$ cat config.mk
export PLATFORM = sky130hd
export DESIGN_NAME = switching_output_conditioner
export DESIGN_NICKNAME = d
export VERILOG_FILES = /design/src/sw_out_pkg.sv /design/src/pulse_stretch.sv /design/src/switching_output_conditioner.sv
export SDC_FILE = /design/constraint.sdc
export NUM_CORES = 1
export LEC_CHECK = 0
export ABC_CLOCK_PERIOD_IN_PS = 5100
export BUFFER_PORTS_ARGS = -buffer_cell sky130_fd_sc_hd__buf_4
export CORE_MARGIN = 3
export CORE_UTILIZATION = 29
export CTS_CLUSTER_DIAMETER = 150
export DETAILED_ROUTE_END_ITERATION = 8
export PLACE_DENSITY = 0.43
export SLEW_MARGIN = 20
export SYNTH_ARGS = -nofsm -noshare
export SYNTH_HDL_FRONTEND = slang
export SYNTH_SLANG_ARGS = --single-unit
$ cat constraint.sdc
create_clock -name sys_clk -period 5.1 [get_ports sys_clk]
set_clock_uncertainty 0.2 [all_clocks]
set_input_delay 0.255 -clock sys_clk [delete_from_list [all_inputs] [get_ports sys_clk]]
set_output_delay 0.255 -clock sys_clk [all_outputs]
set_load 0.02 [all_outputs]
$ cat src/sw_out_pkg.sv
package sw_out_pkg;

    // Clock and time bases
    localparam int unsigned CLK_HZ = 50_000_000;
    localparam int unsigned CYC_PER_US = CLK_HZ / 1_000_000;
    localparam int unsigned EXT_SHORT_MS = 10;
    localparam int unsigned EXT_MID_MS = 100;
    localparam int unsigned EXT_LONG_MS = 1000;
    localparam int unsigned EXT_SHORT_CYC = CLK_HZ / 1000 * EXT_SHORT_MS;
    localparam int unsigned EXT_MID_CYC = CLK_HZ / 1000 * EXT_MID_MS;
    localparam int unsigned EXT_LONG_CYC = CLK_HZ / 1000 * EXT_LONG_MS;
    localparam int unsigned BLINK_HALF_MS = 125;
    localparam int unsigned BLINK_HALF_CYC = CLK_HZ / 1000 * BLINK_HALF_MS;
    localparam int TMR_W = 26;

    // Front-end pin positions in the synchroniser vector
    localparam int NPIN = 5;
    localparam int PIN_NEAR = 0;
    localparam int PIN_RATED = 1;
    localparam int PIN_ASSURED = 2;
    localparam int PIN_TEMP_HI = 3;
    localparam int PIN_TEMP_OVER = 4;

    // Input process data layout
    localparam int PD_W = 8;
    localparam int PD_SWITCH_BIT = 0;
    localparam int PD_DIAG_BIT = 1;

    typedef enum logic [1:0] {
        MODE_RATED,
        MODE_NEAR,
        MODE_WINDOW
    } sp_mode_t;

    typedef enum logic [2:0] {
        EXT_OFF,
        EXT_AUTO,
        EXT_10MS,
        EXT_100MS,
        EXT_1S
    } ext_sel_t;

    typedef enum logic [1:0] {
        TEMP_NORMAL,
        TEMP_CRITICAL,
        TEMP_OVER
    } temp_lvl_t;

    // Factory defaults
    localparam sp_mode_t DEF_MODE = MODE_RATED;
    localparam logic DEF_NC = 1'h0;
    localparam ext_sel_t DEF_EXT = EXT_OFF;
    localparam logic DEF_ALARM_LOW = 1'h0;
    localparam logic DEF_DS_LOCK = 1'h0;
    localparam logic [15:0] DEF_MCYC_US = 16'h0000;

    // Communication characteristics
    localparam logic [15:0] MIN_CYCLE_US = 16'h08fc;
    localparam logic [7:0] VERSION_ID = 8'h11;

endpackage

$ cat src/pulse_stretch.sv
`timescale 1ns/1ps
module pulse_stretch (
    // Clock and reset
    input wire logic sys_clk,
    input wire logic rst,
    input wire logic ce,
    // Level and setting
    input wire logic en,
    input wire logic [sw_out_pkg::TMR_W-1:0] dur,
    input wire logic level_in,
    // Stretched level
    output logic level_out
);

    typedef struct packed {
        logic prev;
        logic [sw_out_pkg::TMR_W-1:0] cnt;
    } st_t;

    st_t q;
    st_t n;

    always_comb begin
        n = q;
        n.prev = level_in;
        if (!en) begin
            n.cnt = '0;
        end else if (level_in && !q.prev) begin
            // Restart on every new high level
            n.cnt = (dur == '0) ? '0 : dur - sw_out_pkg::TMR_W'(1);
        end else if (q.cnt != '0) begin
            n.cnt = q.cnt - sw_out_pkg::TMR_W'(1);
        end
    end

    // High level held while the timer runs
    assign level_out = level_in | (en & (q.cnt != '0));

    always_ff @(posedge sys_clk or posedge rst) begin
        if (rst) begin
            q <= '0;
        end else if (ce) begin
            q <= n;
        end
    end
endmodule

$ cat src/switching_output_conditioner.sv
// Behaviour
// - Polarity setting inverts the switching signal: open active high.
// - Active-high with extension holds the high level the minimum time.
// - Active-low shows detection low; high level still stretched.
// - Extension off: output and process bit follow detection directly.
// - Automatic extension stretches to the master cycle time in use.
// - Fixed stretch choices of 10 ms, 100 ms and 1 s.
// - Raised stability alarm flashes the LED and sets the diagnosis bit.
// - Alarm bit polarity is configurable apart from output polarity.
// - Rated mode: alarm for object between assured and rated distance.
// - Window mode: alarm when object nearer than the window.
// - Alarm stays inactive unless rated setpoint or window mode.
// - Storage lock stops forwarding parameter changes to the master.
// - Factory restore returns every parameter except the master cycle time to its default.
// - Switching status reads active while an object is detected.
// - Diagnosis status shows normal or stability alarm triggered.
// - Temperature shown as normal, critical high or overtemperature.
// - Switching and diagnosis channel bits published as input data.
// - Min cycle time, master cycle time, version id readable.
// - Switching signal at bit 0, alarm at bit 1 of one byte.
// - Modes: rated setpoint, near setpoint, or window between them.
`timescale 1ns/1ps
module switching_output_conditioner #(
    parameter logic [sw_out_pkg::TMR_W-1:0] CYC_10MS =
        sw_out_pkg::TMR_W'(sw_out_pkg::EXT_SHORT_CYC),
    parameter logic [sw_out_pkg::TMR_W-1:0] CYC_100MS =
        sw_out_pkg::TMR_W'(sw_out_pkg::EXT_MID_CYC),
    parameter logic [sw_out_pkg::TMR_W-1:0] CYC_1S =
        sw_out_pkg::TMR_W'(sw_out_pkg::EXT_LONG_CYC),
    parameter logic [sw_out_pkg::TMR_W-1:0] BLINK_CYC =
        sw_out_pkg::TMR_W'(sw_out_pkg::BLINK_HALF_CYC)
) (
    // Clock and reset
    input wire logic sys_clk,
    input wire logic rst,
    input wire logic ce,
    // Sensing front end, asynchronous
    input wire logic near_hit,
    input wire logic rated_hit,
    input wire logic assured_hit,
    input wire logic temp_high,
    input wire logic temp_over,
    // Parameter writes from the link
    input wire logic param_wr,
    input wire logic [1:0] wr_mode,
    input wire logic wr_nc,
    input wire logic [2:0] wr_ext,
    input wire logic wr_alarm_low,
    input wire logic wr_ds_lock,
    input wire logic factory_restore,
    // Master cycle time
    input wire logic master_cycle_wr,
    input wire logic [15:0] master_cycle_us,
    // Data storage forwarding
    input wire logic ds_ack,
    output logic ds_upload_req,
    // Switching output and indicator
    output logic switch_out,
    output logic led_flash,
    // Process data and status
    output logic [sw_out_pkg::PD_W-1:0] pd_in,
    output logic switch_status,
    output logic diag_status,
    output logic [1:0] temp_state,
    // Communication characteristics
    output logic [15:0] min_cycle_us,
    output logic [15:0] master_cycle_time,
    output logic [7:0] version_id,
    // Current parameters
    output logic [1:0] cur_mode,
    output logic cur_nc,
    output logic [2:0] cur_ext,
    output logic cur_alarm_low,
    output logic cur_ds_lock
);

    typedef struct packed {
        logic [sw_out_pkg::NPIN-1:0] s1;
        logic [sw_out_pkg::NPIN-1:0] s2;
        logic [sw_out_pkg::NPIN-1:0] s3;
        logic [sw_out_pkg::NPIN-1:0] pins;
        sw_out_pkg::sp_mode_t mode;
        logic nc;
        sw_out_pkg::ext_sel_t ext;
        logic alarm_low;
        logic ds_lock;
        logic [15:0] mcyc;
        logic ds_pend;
        logic det;
        logic alarm;
        logic [sw_out_pkg::PD_W-1:0] pd;
        sw_out_pkg::temp_lvl_t temp;
        logic [sw_out_pkg::TMR_W-1:0] blink_cnt;
        logic blink;
    } state_t;

    localparam state_t RST_STATE = '{
        mode: sw_out_pkg::DEF_MODE,
        nc: sw_out_pkg::DEF_NC,
        ext: sw_out_pkg::DEF_EXT,
        alarm_low: sw_out_pkg::DEF_ALARM_LOW,
        ds_lock: sw_out_pkg::DEF_DS_LOCK,
        mcyc: sw_out_pkg::DEF_MCYC_US,
        temp: sw_out_pkg::TEMP_NORMAL,
        default: '0
    };

    state_t q;
    state_t n;

    logic [sw_out_pkg::NPIN-1:0] pins_raw;
    logic det_raw;
    logic alarm_raw;
    logic level;
    logic stretched;
    logic ext_on;
    logic [sw_out_pkg::TMR_W-1:0] dur;

    function automatic logic detect_of(input sw_out_pkg::sp_mode_t m,
                                       input logic [4:0] p);
        // Window covers objects between the two distances
        case (m)
            sw_out_pkg::MODE_NEAR: detect_of = p[sw_out_pkg::PIN_NEAR];
            sw_out_pkg::MODE_WINDOW: detect_of = p[sw_out_pkg::PIN_RATED] &
                ~p[sw_out_pkg::PIN_NEAR];
            default: detect_of = p[sw_out_pkg::PIN_RATED];
        endcase
    endfunction

    function automatic logic alarm_of(input sw_out_pkg::sp_mode_t m,
                                      input logic [4:0] p);
        case (m)
            // Marginal zone where drift can lose the object
            sw_out_pkg::MODE_RATED: alarm_of = p[sw_out_pkg::PIN_RATED] &
                ~p[sw_out_pkg::PIN_ASSURED];
            // Object below the window
            sw_out_pkg::MODE_WINDOW: alarm_of = p[sw_out_pkg::PIN_NEAR];
            // No alarm in near setpoint mode
            default: alarm_of = 1'h0;
        endcase
    endfunction

    function automatic logic [sw_out_pkg::TMR_W-1:0] dur_of(
        input sw_out_pkg::ext_sel_t e, input logic [15:0] us);
        case (e)
            // Master cycle converted to clock cycles
            sw_out_pkg::EXT_AUTO: dur_of = sw_out_pkg::TMR_W'(us *
                sw_out_pkg::CYC_PER_US);
            sw_out_pkg::EXT_10MS: dur_of = CYC_10MS;
            sw_out_pkg::EXT_100MS: dur_of = CYC_100MS;
            sw_out_pkg::EXT_1S: dur_of = CYC_1S;
            default: dur_of = '0;
        endcase
    endfunction

    assign pins_raw = {temp_over, temp_high, assured_hit, rated_hit, near_hit};
    assign det_raw = detect_of(q.mode, q.pins);
    assign alarm_raw = alarm_of(q.mode, q.pins);
    // Normally-closed turns detection into a low level
    assign level = det_raw ^ q.nc;
    assign ext_on = q.ext != sw_out_pkg::EXT_OFF;
    assign dur = dur_of(q.ext, q.mcyc);

    pulse_stretch stretch_u (
        .sys_clk(sys_clk),
        .rst(rst),
        .ce(ce),
        .en(ext_on),
        .dur(dur),
        .level_in(level),
        .level_out(stretched)
    );

    always_comb begin
        n = q;
        // Three stages; a rise counts once stages two and three agree, a fall as soon as they differ
        n.s1 = pins_raw;
        n.s2 = q.s1;
        n.s3 = q.s2;
        n.pins = (q.s2 & q.s3) | (q.pins & ~(q.s2 ^ q.s3));

        n.det = det_raw;
        n.alarm = alarm_raw;
        n.pd = '0;
        n.pd[sw_out_pkg::PD_SWITCH_BIT] = stretched;
        // Alarm polarity set apart from output polarity
        n.pd[sw_out_pkg::PD_DIAG_BIT] = alarm_raw ^ q.alarm_low;

        // Overtemperature outranks the critical warning
        if (q.pins[sw_out_pkg::PIN_TEMP_OVER]) begin
            n.temp = sw_out_pkg::TEMP_OVER;
        end else if (q.pins[sw_out_pkg::PIN_TEMP_HI]) begin
            n.temp = sw_out_pkg::TEMP_CRITICAL;
        end else begin
            n.temp = sw_out_pkg::TEMP_NORMAL;
        end

        // LED flashes while the alarm stands
        if (!q.alarm) begin
            n.blink_cnt = '0;
            n.blink = 1'h0;
        end else if (q.blink_cnt >= BLINK_CYC - sw_out_pkg::TMR_W'(1)) begin
            n.blink_cnt = '0;
            n.blink = ~q.blink;
        end else begin
            n.blink_cnt = q.blink_cnt + sw_out_pkg::TMR_W'(1);
        end

        if (master_cycle_wr) begin
            n.mcyc = master_cycle_us;
        end

        // Restore outranks a write in the same cycle
        if (factory_restore) begin
            n.mode = sw_out_pkg::DEF_MODE;
            n.nc = sw_out_pkg::DEF_NC;
            n.ext = sw_out_pkg::DEF_EXT;
            n.alarm_low = sw_out_pkg::DEF_ALARM_LOW;
            n.ds_lock = sw_out_pkg::DEF_DS_LOCK;
        end else if (param_wr) begin
            // Undefined codes leave the old setting in place
            if (wr_mode != 2'h3) begin
                n.mode = sw_out_pkg::sp_mode_t'(wr_mode);
            end
            if (wr_ext <= 3'(sw_out_pkg::EXT_1S)) begin
                n.ext = sw_out_pkg::ext_sel_t'(wr_ext);
            end
            n.nc = wr_nc;
            n.alarm_low = wr_alarm_low;
            n.ds_lock = wr_ds_lock;
        end

        // New change wins over an acknowledge in the same cycle
        n.ds_pend = (q.ds_pend & ~ds_ack) |
            (!n.ds_lock && (n.mode != q.mode || n.nc != q.nc ||
             n.ext != q.ext || n.alarm_low != q.alarm_low ||
             n.ds_lock != q.ds_lock));
    end

    always_ff @(posedge sys_clk or posedge rst) begin
        if (rst) begin
            q <= RST_STATE;
        end else if (ce) begin
            q <= n;
        end
    end

    assign ds_upload_req = q.ds_pend;
    assign switch_out = q.pd[sw_out_pkg::PD_SWITCH_BIT];
    assign led_flash = q.blink;
    assign pd_in = q.pd;
    assign switch_status = q.det;
    assign diag_status = q.alarm;
    assign temp_state = q.temp;
    assign min_cycle_us = sw_out_pkg::MIN_CYCLE_US;
    assign master_cycle_time = q.mcyc;
    assign version_id = sw_out_pkg::VERSION_ID;
    assign cur_mode = q.mode;
    assign cur_nc = q.nc;
    assign cur_ext = q.ext;
    assign cur_alarm_low = q.alarm_low;
    assign cur_ds_lock = q.ds_lock;
endmodule

# Word-level counts from Yosys, hierarchy flattened
# Cells that the tools add are included.
# classes
bitwise	17
n_eq_ne	14
add_sub_neg	3
n_mul	1
n_lt_le_gt_ge	2
reduce_logical	15
mux	16
# op_table
operator	count
26-bit two-way mux	5
26-bit case mux with 4 select lines	1
26-bit by 1-bit subtractor with 26-bit output, second input constant	2
27-bit two-way mux	1
26-bit by 1-bit adder with 26-bit output, second input constant	1
26-bit by 23-bit greater-or-equal comparator with 1-bit output, second input constant	1
26-bit logical NOT	1
26-bit nonzero test	1
16-bit by 5-bit multiplier with 21-bit output, second input constant	1
8-bit two-way mux	2
5-bit bitwise AND	2
3-bit by 2-bit equality test with 1-bit output, second input constant	2
2-bit AND reduction	3
5-bit NOT	1
5-bit bitwise OR	1
5-bit bitwise XOR	1
1-bit bitwise AND	4
1-bit logical OR	4
2-bit two-way mux	2
1-bit NOT	4
1-bit case mux with 2 select lines	2
3-bit by 1-bit equality test with 1-bit output, second input constant	1
3-bit equality test, second input constant	1
3-bit less-or-equal comparator, second input constant	1
16 further kinds	23
# totals
out_inout_bits	63
ff_bits	105

# Longest topological paths before layout
# Gate-level depths: netlist (run 1).
# logic_depth
depth_word	11
depth_mapped	17

# Hierarchy
# A second synthesis (run 1) with hierarchy kept.
# unflattened
hier_cells	931
hier_area_um2	8225.4
# modules_own_cells
module	seq_area_each_um2	area_each_um2	instances	cells_each
switching_output_conditioner	1951.9	5903.2	1	631
pulse_stretch	675.6	2322.2	1	300

# Worst setup path after synthesis (run 1)
# OpenSTA, ideal clock, no wires.
# synth_path
path_kind	reg-to-reg
from	reg q (netlist bit master_cycle_time[11])
to	reg stretch_u.q[22] in the netlist's numbering
arrival_ns	3.907
stages_incl_launch_ff	17
path_buffers	1
setup_time_ns	0.121
setup_slack_ns	0.872
t_required_ns	4.779
cell_sequence	dfrtp_1 ha_1 ha_1 inv_1 fa_1 inv_1 ha_1 clkbuf_1 nand4_1 a211oi_1 a21oi_1 xnor2_1 a21o_1 nor4b_1 a41o_2 nor2_1 a22o_1
# synth_via
elab_chain_len	6
elab_cells_between_ends	7
# synth_rtl
item	line_no	text
from (decl)	switching_output_conditioner.sv:108	state_t q;
from (signal assigned)	switching_output_conditioner.sv:244	q <= n;
16-bit by 5-bit multiplier with 21-bit output *	switching_output_conditioner.sv:147	sw_out_pkg::EXT_AUTO: dur_of = sw_out_pkg::TMR_W'(us *
26-bit case mux with 4 select lines *	switching_output_conditioner.sv:145	case (e)
26-bit by 1-bit subtractor with 26-bit output / 26-bit logical NOT (equally long branches)	pulse_stretch.sv:30	n.cnt = (dur == '0) ? '0 : dur - sw_out_pkg::TMR_W'(1);
26-bit two-way mux *	pulse_stretch.sv:30	
26-bit two-way mux *	pulse_stretch.sv:28	end else if (level_in && !q.prev) begin
26-bit two-way mux *	pulse_stretch.sv:26	if (!en) begin
to (signal assigned)	pulse_stretch.sv:43	q <= n;
to (decl)	pulse_stretch.sv:20	st_t q;
# Every way passes the cells marked *; elsewhere a longest branch is shown, timed or not.
# A chain may end at the register's enable or synchronous reset.

# Worst setup path after layout (run 1)
# layout_path
from	reg q (netlist bit master_cycle_time[1])
to	reg stretch_u.q[22] in the netlist's numbering
# The elaborated chain is that of the path after synthesis.

==> results of run 1 <==
## cell type report
cell class / count / area, sq um / area share
inverters: 69 / 261.5 / 0.02772
multi-input cells: 700 / 4906 / 0.5200
well taps: 378 / 473.0 / 0.05013
flip-flops and latches: 105 / 2628 / 0.2785
clock buffers: 10 / 229.0 / 0.02427
clock inverters: 6 / 57.56 / 0.006100
repair buffers: 110 / 880.8 / 0.09336
## power by group
part,switching [uW],internal (uW)
clock network,378,346
logic,1870,1220
registers,182,1010
total,2430,2580
## flip-flops by register name, indices dropped and copies added (netlist names), 2 cells and up
| name | flops |
|---|---|
| cur_ext | 3 |
| cur_mode | 2 |
| master_cycle_time | 16 |
| n | 10 |
| pd_in | 2 |
| q | 36 |
| stretch_u.q | 27 |
| temp_state | 2 |
## kinds of logic after synthesis
family / share of synthesized area
adder cells (fa/ha/maj): 0.1223
AND/OR/NAND/NOR: 0.1830
other: 0.0009109
AO/OA/AOI/OAI: 0.1701
buffers and inverters: 0.1024
multiplexers: 0.05995
flip-flops: 0.3187
XOR/XNOR: 0.04249
## per-stage QoR
stage | hold WS (ns) | instance area (sq um) | std cells | worst slack [ns] | total power (uW)
finish | 0.009999 | 9435 | 1378 | 0.3759 | 5014
global route | 0.02190 | 9435 | 1378 | 0.006373 | 5528
CTS | 0.004297 | 9417 | 1378 | 0.2651 | 5053
detailed placement | 0.2587 | 8910 | 1340 | 0.3126 | 4276
global placement | 0.2608 | 8910 | 1340 | 0.3548 | 4288
floorplan | 0.2056 | 8349 | 970 | 0.8719 | 3538
## final timing paths
| check | startpoint | endpoint | slack, ns | cells past startpoint |
|---|---|---|---|---|
| worst max-delay path | master_cycle_time[1] | stretch_u.q[22] | 0.38 | 14 |
| worst min-delay path | ds_ack | ds_upload_req | 0.01 | 4 |
| worst max register to register | master_cycle_time[1] | stretch_u.q[22] | 0.38 | 14 |
| worst min register to register | stretch_u.q[15] | stretch_u.q[15] | 0.30 | 2 |
| max in group asynchronous | rst | q[2] | 3.18 | 4 |
| min in group asynchronous | rst | master_cycle_time[8] | 0.36 | 3 |
## routing by layer
metal,global-route usage,part of all wire,up-vias
li1,-,-,3366
met1,0.2052,0.51,3229
met2,0.2302,0.45,117
met3,0.02195,0.033,13
met4,0.03025,0.0083,0
met5,0,0,-
## critical path, cell delays in order, from the launching register on
cell and delay [ns]:
dfrtp_1 0.48, ha_1 0.33, ha_1 0.29, ha_1 0.33, fa_1 0.56, a211oi_2 0.32
o211ai_1 0.19, a41oi_1 0.31, mux2i_1 0.27, nand4b_1 0.30, nor3_4 0.39, a311oi_1 0.16
buf_4 0.18, o31ai_1 0.20, a22o_1 0.16
## cell usage in the layout (no fill, tap or decap), drive strengths merged, types with 11 or more instances in the layout
cell type | synthesis | final
a31oi | 13 | 13
mux2 | 35 | 35
conb | 2 | 30
nor3 | 19 | 19
xor2 | 22 | 22
dfrtp | 105 | 105
nor2 | 83 | 83
dlygate4sd3 | 0 | 22
inv | 69 | 73
ha | 63 | 63
o21ai | 77 | 77
nor4 | 13 | 13
xnor2 | 18 | 18
fa | 11 | 11
nand4 | 13 | 13
nand3 | 15 | 15
nand2 | 76 | 76
buf | 64 | 88
o22ai | 13 | 13
a21oi | 56 | 56
## what timing repair did
item / in CTS / in global routing
setup buffers: 0 / 0
setup endpoints to repair: 0 / 12
hold buffers: 22 / 0
resized for setup: 0 / 3
endpoints found under the hold margin: 82 / 0
==> results.md, run 1 <==
* Status: completed
* Total Routing Usage GR at 0.1433
* Initial core utilization at 0.2951
* Syn. warnings at 0
* Post-DR vias/cell at roughly 4.9
* GRT overflow at 0
* Post-synth EDFFs at 0
* Count leader, synth: dfrtp_1
* Ys flop type: dfrtp_1
* I/O Buffers at just under 70
* Area share of the largest cell type after synthesis at 0.3187
* Slew Limit Fails at 0
* Async SR Flop Fraction at 1.000
* Setup-failing EPs final at 0
* Core area at approximately 28000 sq um
* Clock sink count at about 110
* Worst setup SP type: register
* Cell accounting for the most synthesized area: dfrtp_1
* Top post-synthesis cells by area: dfrtp_1, ha_1, buf_4, mux2_2, o21ai_0
* Std cell rows at 61
* GP Congestion at between 0.8 and 0.9
* Routed wire per std cell at between 15 and 20 um
* Peak Freq at about 210 MHz
* Clock transition at path regs at approximately 0.09 ns
* Library cells used by synthesis at 75
* Final Critical Period at 4.724 ns
* Io pins at slightly below 100
* Relative slew margins at 0.3640
* DRT Wirelength at ~21 mm
* Crit path DAT at 4.82 ns
* VDD IR max at ~0.24 mV
* CTS tree: done
* Period utilization at 0.9263
* Nets@finish at about 1.1k
* Most frequent cells after synthesis: dfrtp_1, nor2_1, nand2_1, o21ai_0, inv_1
* Critical path fanouts, max at 7
* Worst-margin pin slew at between 0.9 and 1 ns
* Share of layout cells above drive strength 1 at 0.1620
* CP Data Required Time at roughly 5.2 ns
* LEAKAGE at ~0.0043 uW
* HP Class: input port to register
* Largest net degree at the start of global routing at 69
* Htree depth at 3
* Antenna violations before repair at 0
* Synth Instances at between 900 and 1k
* CTS Root Cell: clkbuf_16
* DIE WIDTH at about 170 um
* PwrDens at ~530 nW/um^2
* Die area at roughly 30000 sq um
* TritonRoute pass-1 iters at 5
* Max-cap viol count at 0
* Antenna cells at 0
* Final Hold Viols at 0
* Global-route wire length before repair at between 30 and 40 mm
* Crit path kind: register to register
* Critical Path End Type: register
* Via count of the first global-routing pass at between 6k and 7k
* Hpwl dp at between 15 and 20 mm
* Post-synthesis sequential area ratio at 0.3187
* CTS buffer count at 9
* Setup tns final at 0 ns
* Final ANT Viol Nets at 0
* Die Y at 174.6 um
* Max Root-Sink Buffers at 2
* Synthesized area per cell at about 8.8 sq um
* #FFs+latches synth at 105
* RSZ-0062 raised after global routing: false
* Fillers at just under 3k
* Clk_lat worst skew at around 0.37 ns
* DRC at 0
* Final Util at 0.3378
* Cell Area, Synth at between 8000 and 9000 sq um
* Layout area overhead at 14.45%
* DR vias at 6725
* Initial DRC count at between 300 and 400
No activity file was read; power rests on OpenSTA's default activity.
==> run 2, diff against run 1 <==
Settings changed: HOLD_SLACK_MARGIN set to 0.02, SETUP_SLACK_MARGIN set to 0.1, SYNTH_HIERARCHICAL set to 1.
==> run 2 against run 1 <==
Effect of this change:
- power grew 8.1%
- critical path depth grew 3
- sequential power is essentially flat
- via count grew 1.3%
- sequential share of layout area shrank 2.4 points
- global-route usage shrank 0.30 points
- core utilization grew 3.4 points
- setup slack lost 0.33 ns
- critical path type unchanged
- largest cell class unchanged
- largest power group unchanged
==> results.md, run 2 <==
* Nets@finish at approximately 1.2k
* Buf/Inv on CP at 3
* DIE WIDTH at 174.4 um
* Ys flop type: dfrtp_1
* Clk_lat worst skew at ~0.36 ns
* Global-route wire length before repair at between 30 and 40 mm
* Top post-synthesis cells by area: dfrtp_1, ha_1, buf_4, mux2_2, nor2_1
* Compound-Gate Fraction of Synth Area at 0.1594
* Hold Crit Start: wr_ds_lock
* Worst setup SP type: register
* Fillers at 2931
* Synthesized area per cell at a little under 9 sq um
* GRT overflow at 0
* Status: completed
* Routed length on met1 at between 10 and 15 mm
* Library cells used by synthesis at 75
* Slew Limit Fails at 0
* Peak Freq at 197.9 MHz
* Antenna cells at 0
* CTS buffer count at 9
* Max incr delay on CP at 0.59 ns
* VDD IR max at 0.1691 mV
* Reg2reg setup slack at between 0.04 and 0.05 ns
* TritonRoute pass-1 iters at 5
* CTS tree: done
* GP Congestion at between 0.7 and 0.8
* DR vias at ~6.8k
* Main combinational cell family by area after synthesis: simple AND/OR/NAND/NOR gates
* Clock transition at path regs at 0.08 ns
* Min-Delay Endpoint: cur_ds_lock
* Area share of the largest cell type after synthesis at 0.3194
* Dpl cells at approximately 1.4k
* Crit path kind: register to register
* I/O Buffers at 68
* Worst-margin pin slew at around 0.95 ns
* Max-cap viol count at 0
* Routed wire per std cell at ~15 um
* Largest net degree at the start of global routing at 64
* Int Power at approximately 3000 uW
* CP Data Required Time at 5.11 ns
* Die area at 30420 sq um
* Die Y at between 150 and 200 um
* Share of layout cells above drive strength 1 at 0.2626
* Max FFs per register at 36
* Worst reg2reg startpoint: master_cycle_time[3]
* Async SR Flop Fraction at 1.000
* Mux cell area share after synthesis at 0.05218
* Biggest register: q
* Synth Area in Adders at 0.1241
* Worst-case hold slack at about 0.036 ns
* Post-route insts no fill at approximately 1.5k
* Critical path fanouts, max at 5
* FF-to-FF path depth at 17
* Post-synthesis sequential area ratio at 0.3194
* Cell Area, Synth at slightly above 8000 sq um
* Hpwl dp at 15.86 mm
* Hold depth at 3
* Sw Pwr at between 2000 and 2500 uW
* Final Util at 0.3713
* Max layer used: met4
* Net Sw Frac at 0.4503
* Clock sink count at approximately 110
* Post-synthesis simple-gate area fraction at 0.1903
* Most frequent cells after synthesis: dfrtp_1, nor2_1, inv_1, ha_1, o21ai_0
* CP delay by family, top: simple AND/OR/NAND/NOR gates
* Initial DRC count at ~320
* Setup-failing EPs final at 0
* Cell accounting for the most synthesized area: dfrtp_1
* HP Class: input port to register
* Met3 wire length at about 610 um
* Clock power share at 0.139
* DRT Wirelength at ~21 mm
* PwrDens at between 500 and 600 nW/um^2
* Part of the power in combinational logic at 0.643
* RSZ-0062 raised after global routing: true
* Via count of the first global-routing pass at between 6k and 7k
* CTS Root Cell: clkbuf_16
* Post-Synth XOR/XNOR Area at 0.05111
* Relative slew margins at 0.3663
* Slowest CP cell: or4_4
* Initial core utilization at 0.2953
* Post-DR vias/cell at ~4.7
* Final ANT Viol Nets at 0
* RR Endpoint: stretch_u/q[4]
* Period utilization at 0.9907
* Total Power at between 5000 and 6000 uW
* Core area at about 28000 sq um
* Final Critical Period at approximately 5.1 ns
* Syn. warnings at 6
* DRC at 0
* Std cell rows at between 60 and 70
* Post-synth EDFFs at 0
* Antenna violations before repair at 0
* Htree depth at 3
* Most common cell after layout, fill and taps aside: buf_4
* Most frequent cells in the layout: buf_4, dfrtp_1, nor2_1, inv_1, ha_1
* Max Root-Sink Buffers at 2
* Final Hold Viols at 0
* CP cell instances: ha_1, ha_1, inv_1, fa_1, inv_2, ha_4, buf_4, nand4_1, a21oi_2, o22ai_2, a31oi_1, nand4_1, or4_4, or4_4, or3_4, a32oi_1, o21ai_1
* Synth Instances at approximately 930
* Crit path DAT at roughly 5.1 ns
* Count leader, synth: dfrtp_1
* Met2 WL at a little under 10 mm
* Io pins at roughly 100
* Critical Path End Type: register
* Layout area overhead at 25.75%
* Total Routing Usage GR at 0.1403
* LEAKAGE at about 0.0048 uW
* #FFs+latches synth at 105
* Power share of the sequential group at 0.217
==> run 2: cell types whose count changed in the layout (fill, tap and decap cells not counted), sizes merged, moves of 8 or more <==
| cell | delta |
|---|---|
| buf | +64 |
| nand2 | -24 |
| conb | +9 |
| a21oi | -8 |
| o21ai | -14 |
| or4 | +8 |
| mux2i | -8 |
==> run 2: final cells by class <==
class                           count  area, sq um  area share
Tap cell                          378        473.0     0.04572
Clock buffer                        9        225.2     0.02177
Inverter                           78        294.0     0.02843
Timing Repair Buffer              177         1403      0.1356
Clock inverter                      7        95.09    0.009193
Sequential cell                   105         2629      0.2541
Multi-Input combinational cell    698         5225      0.5051
==> run 2: logic make-up after synthesis <==
kind of cell               count (synthesis)
other                                      2
xor gates and xnor gates                  48
muxes                                     38
and+or+nand+nor                          292
DFF                                      105
adders and majority gates                 75
AOI/OAI and AO/OA                        206
buffers and inverters                    165
==> run 2: worst min-delay path, delay by kind of cell <==
family / cells / cell delay, ns
AOI/OAI and AO/OA: 2 / 0.19
buffers and inverters: 1 / 0.08
==> run 2: how the worst max path moves through the flow <==
stage                      end  cells past startpoint                 start
4_1_cts         stretch_u/q[5]                     20  master_cycle_time[3]
6_report        stretch_u/q[4]                     17  master_cycle_time[3]
3_5_place_dp    stretch_u/q[9]                     15  master_cycle_time[2]
3_3_place_gp    stretch_u/q[8]                     17  master_cycle_time[5]
5_1_grt        stretch_u/q[19]                     19  master_cycle_time[3]
2_1_floorplan   stretch_u/q[4]                     17  master_cycle_time[6]
==> run 2: power by group through the flow <==
stage | Sequential, uW | Combinational, uW | Clock, uW
3_5_place_dp | 1190 | 3140 | 0
2_1_floorplan | 1160 | 2230 | 0
5_1_grt | 1210 | 3900 | 824
6_report | 1180 | 3490 | 755
4_1_cts | 1180 | 3330 | 791
3_3_place_gp | 1190 | 3160 | 0
==> run 2: repair_timing <==
action                                  CTS  global route
endpoints found under the hold margin    68             0
gates cloned                              0             0
pin swaps                                31            45
hold buffers                             25             0
setup buffers                            15             5
endpoints found under the setup margin   25            26
resized for setup                        20            50
==> run 2: metrics by stage <==
step / worst slack (ns) / TNS, ns / instance area (sq um)
floorplan: 0.1060 / 0 / 8412
global placement: -0.05049 / -0.3477 / 9325
detailed placement: -0.07246 / -0.5418 / 9325
CTS: 0.03423 / 0 / 10130
global route: -0.09075 / -0.6973 / 10340
finish: 0.04759 / 0 / 10340
==> run 2: metal layers <==
layer  global-route usage  up-vias
li1                     -     3485
met1               0.2016     3219
met2               0.2265       95
met3              0.02010       11
met4              0.02580        0
met5                    0        -
==> run 3, diff against run 2 <==
Settings changed: CORE_UTILIZATION 29 to 44, CTS_BUF_LIST set to sky130_fd_sc_hd__clkbuf_16, MAX_ROUTING_LAYER set to met4, PLACE_DENSITY 0.43 to 0.6.
==> run 3 against run 2 <==
Effect of this change:
- non-clock buffer count grew 1
- wire length shrank 7.1%
- maximum frequency grew 1.1%
- setup slack gained 0.053 ns
- first-iteration DRC count grew 48%
- power grew 1.3%
- sequential cell count is the same
- critical path depth grew 3
- die area shrank 33%
- worst hold slack gained 0.031 ns
- cell area shrank 1.5%
- highest routed layer unchanged
==> results.md, run 3 (synthesis gave the netlist of run 2 again) <==
* Status: completed
* CP Data Required Time at between 5 and 6 ns
* VDD IR max at 0.2234 mV
* Routed wire per std cell at about 15 um
* Most frequent cells in the layout: buf_4, dfrtp_1, nor2_1, inv_1, nand2_1
* DR vias at 6946
* Setup-failing EPs final at 0
* PwrDens at approximately 540 nW/um^2
* Total Routing Usage GR at 0.1941
* Via count of the first global-routing pass at roughly 6.5k
* Clk_lat worst skew at 0.35 ns
* Io pins at 99
* Final Hold Viols at 0
* Crit path DAT at about 5 ns
* Met2 WL at 9.096 mm
* CTS tree: done
* Final Util at 0.5616
* Largest net degree at the start of global routing at approximately 80
* Max-cap viol count at 0
* Part of the power in combinational logic at 0.647
* GRT overflow at 0
* Net Sw Frac at 0.4414
* Clock power share at 0.137
* Period utilization at 0.9803
* Die Y at 142.7 um
* Relative slew margins at 0.3536
* Clock transition at path regs at 0.08 ns
* DRC at 0
* Max Root-Sink Buffers at 2
* Die area at about 20000 sq um
* Antenna cells at 0
* HP Class: input port to register
* Final ANT Viol Nets at 0
* Core area at between 15000 and 20000 sq um
* DIE WIDTH at 142.7 um
* Post-DR vias/cell at between 5 and 6
* FF/Latch Area at between 2000 and 3000 sq um
* CTS buffer count at 9
* Nets@finish at roughly 1.2k
* Routed length on met1 at approximately 9.5 mm
* Global-route wire length before repair at 31.96 mm
* Peak Freq at ~200 MHz
* Initial DRC count at between 400 and 500
* Area of the multi-input gates at about 5200 sq um
* Layout area overhead at 23.91%
* Worst-margin pin slew at between 0.9 and 1 ns
* Met3 wire length at roughly 720 um
* Hpwl dp at ~14 mm
* Int Power at 3066 uW
* Worst-case hold slack at a little under 0.07 ns
* Power share of the sequential group at 0.216
* I/O Buffers at 68
* Crit path kind: register to register
* Most common cell after layout, fill and taps aside: buf_4
* Max layer used: met4
* Critical Path End Type: register
* Share of layout cells above drive strength 1 at 0.2614
* Initial core utilization at 0.4533
* GP Congestion at around 0.86
* CTS Root Cell: clkbuf_16
* Max FFs per register at 36
* Biggest register: q
* Antenna violations before repair at 0
* Slew Limit Fails at 0
* Critical path fanouts, max at 6
* LEAKAGE at ~0.0048 uW
* Setup tns final at 0 ns
* Fillers at roughly 1.6k
* Std cell rows at between 40 and 50
* TritonRoute pass-1 iters at 5
* Worst setup SP type: register
* Clock sink count at between 100 and 150
* Htree depth at 3
* RSZ-0062 raised after global routing: true
* Total Power at around 5500 uW
* Final Critical Period at ~5 ns
* Sw Pwr at around 2400 uW
* DRT Wirelength at about 20 mm
run 3: changes by cell type in the layout (fill, tap and decap cells not counted), moves of 3 or more:
| cell | before | now |
|---|---|---|
| dlygate4sd3_1 | 25 | 28 |
| buf_4 | 149 | 146 |
| nand2_2 | 3 | 0 |
| nand2_1 | 48 | 52 |
run 3: final timing paths:
| check | start | to | slack [ns] | cells after the start |
|---|---|---|---|---|
| min in group asynchronous | rst | stretch_u/q[5] | 0.34 | 3 |
| min | wr_ds_lock | cur_ds_lock | 0.07 | 3 |
| max in group asynchronous | rst | master_cycle_time[2] | 3.43 | 4 |
| max | master_cycle_time[4] | stretch_u/q[19] | 0.10 | 20 |
| min reg2reg | q[68] | temp_state[0] | 0.30 | 1 |
| max reg2reg | master_cycle_time[4] | stretch_u/q[19] | 0.10 | 20 |
run 3: area by class of cell:
cell class	count	area share
Clock buffer	9	0.02210
Clock inverter	7	0.009207
Inverter	78	0.02885
Multi-Input combinational cell	698	0.5141
Sequential cell	105	0.2582
Tap cell	229	0.02811
Timing Repair Buffer	178	0.1395
run 3: worst max-delay path, cell delays in order (launching register included):
cell and delay (ns):
dfrtp_2 0.44, ha_4 0.25, ha_4 0.26, inv_2 0.03, fa_1 0.52, inv_2 0.05
ha_4 0.24, a21o_1 0.22, a31oi_2 0.20, buf_4 0.15, a21boi_2 0.05, o21a_1 0.21
nor3_2 0.19, o31ai_2 0.08, or3_1 0.39, or3_4 0.44, buf_6 0.14, or4_4 0.47
a21oi_2 0.13, o211a_1 0.16, o22a_1 0.13
run 3: repair_timing:
action / in CTS / in global routing
resized for setup: 19 / 56
pin swaps: 21 / 27
hold buffers: 28 / 0
endpoints found under the setup margin: 24 / 26
setup buffers: 18 / 7
hold endpoints to repair: 54 / 0
run 3: through the flow:
stage               instance area, sq um  setup slack [ns]  instances
floorplan                           8412            0.1060        968
global placement                    9086         -0.005658       1235
detailed placement                  9086          -0.06099       1235
CTS                                 9952           0.09127       1297
global route                       10190          -0.07133       1304
finish                             10190            0.1002       1304
run 3: per-layer routing:
metal,up-vias,GRT usage
met5,-,-
met4,0,0.04202
met3,19,0.03081
met2,156,0.2943
met1,3294,0.2754
li1,3477,-
run 3: power by group through the flow:
stage / combinational, uW / clock [uW] / sequential (uW)
3_3_place_gp: 3030 / 0 / 1190
6_report: 3550 / 752 / 1180
3_5_place_dp: 3040 / 0 / 1190
2_1_floorplan: 2230 / 0 / 1160
5_1_grt: 3900 / 805 / 1210
4_1_cts: 3280 / 776 / 1180
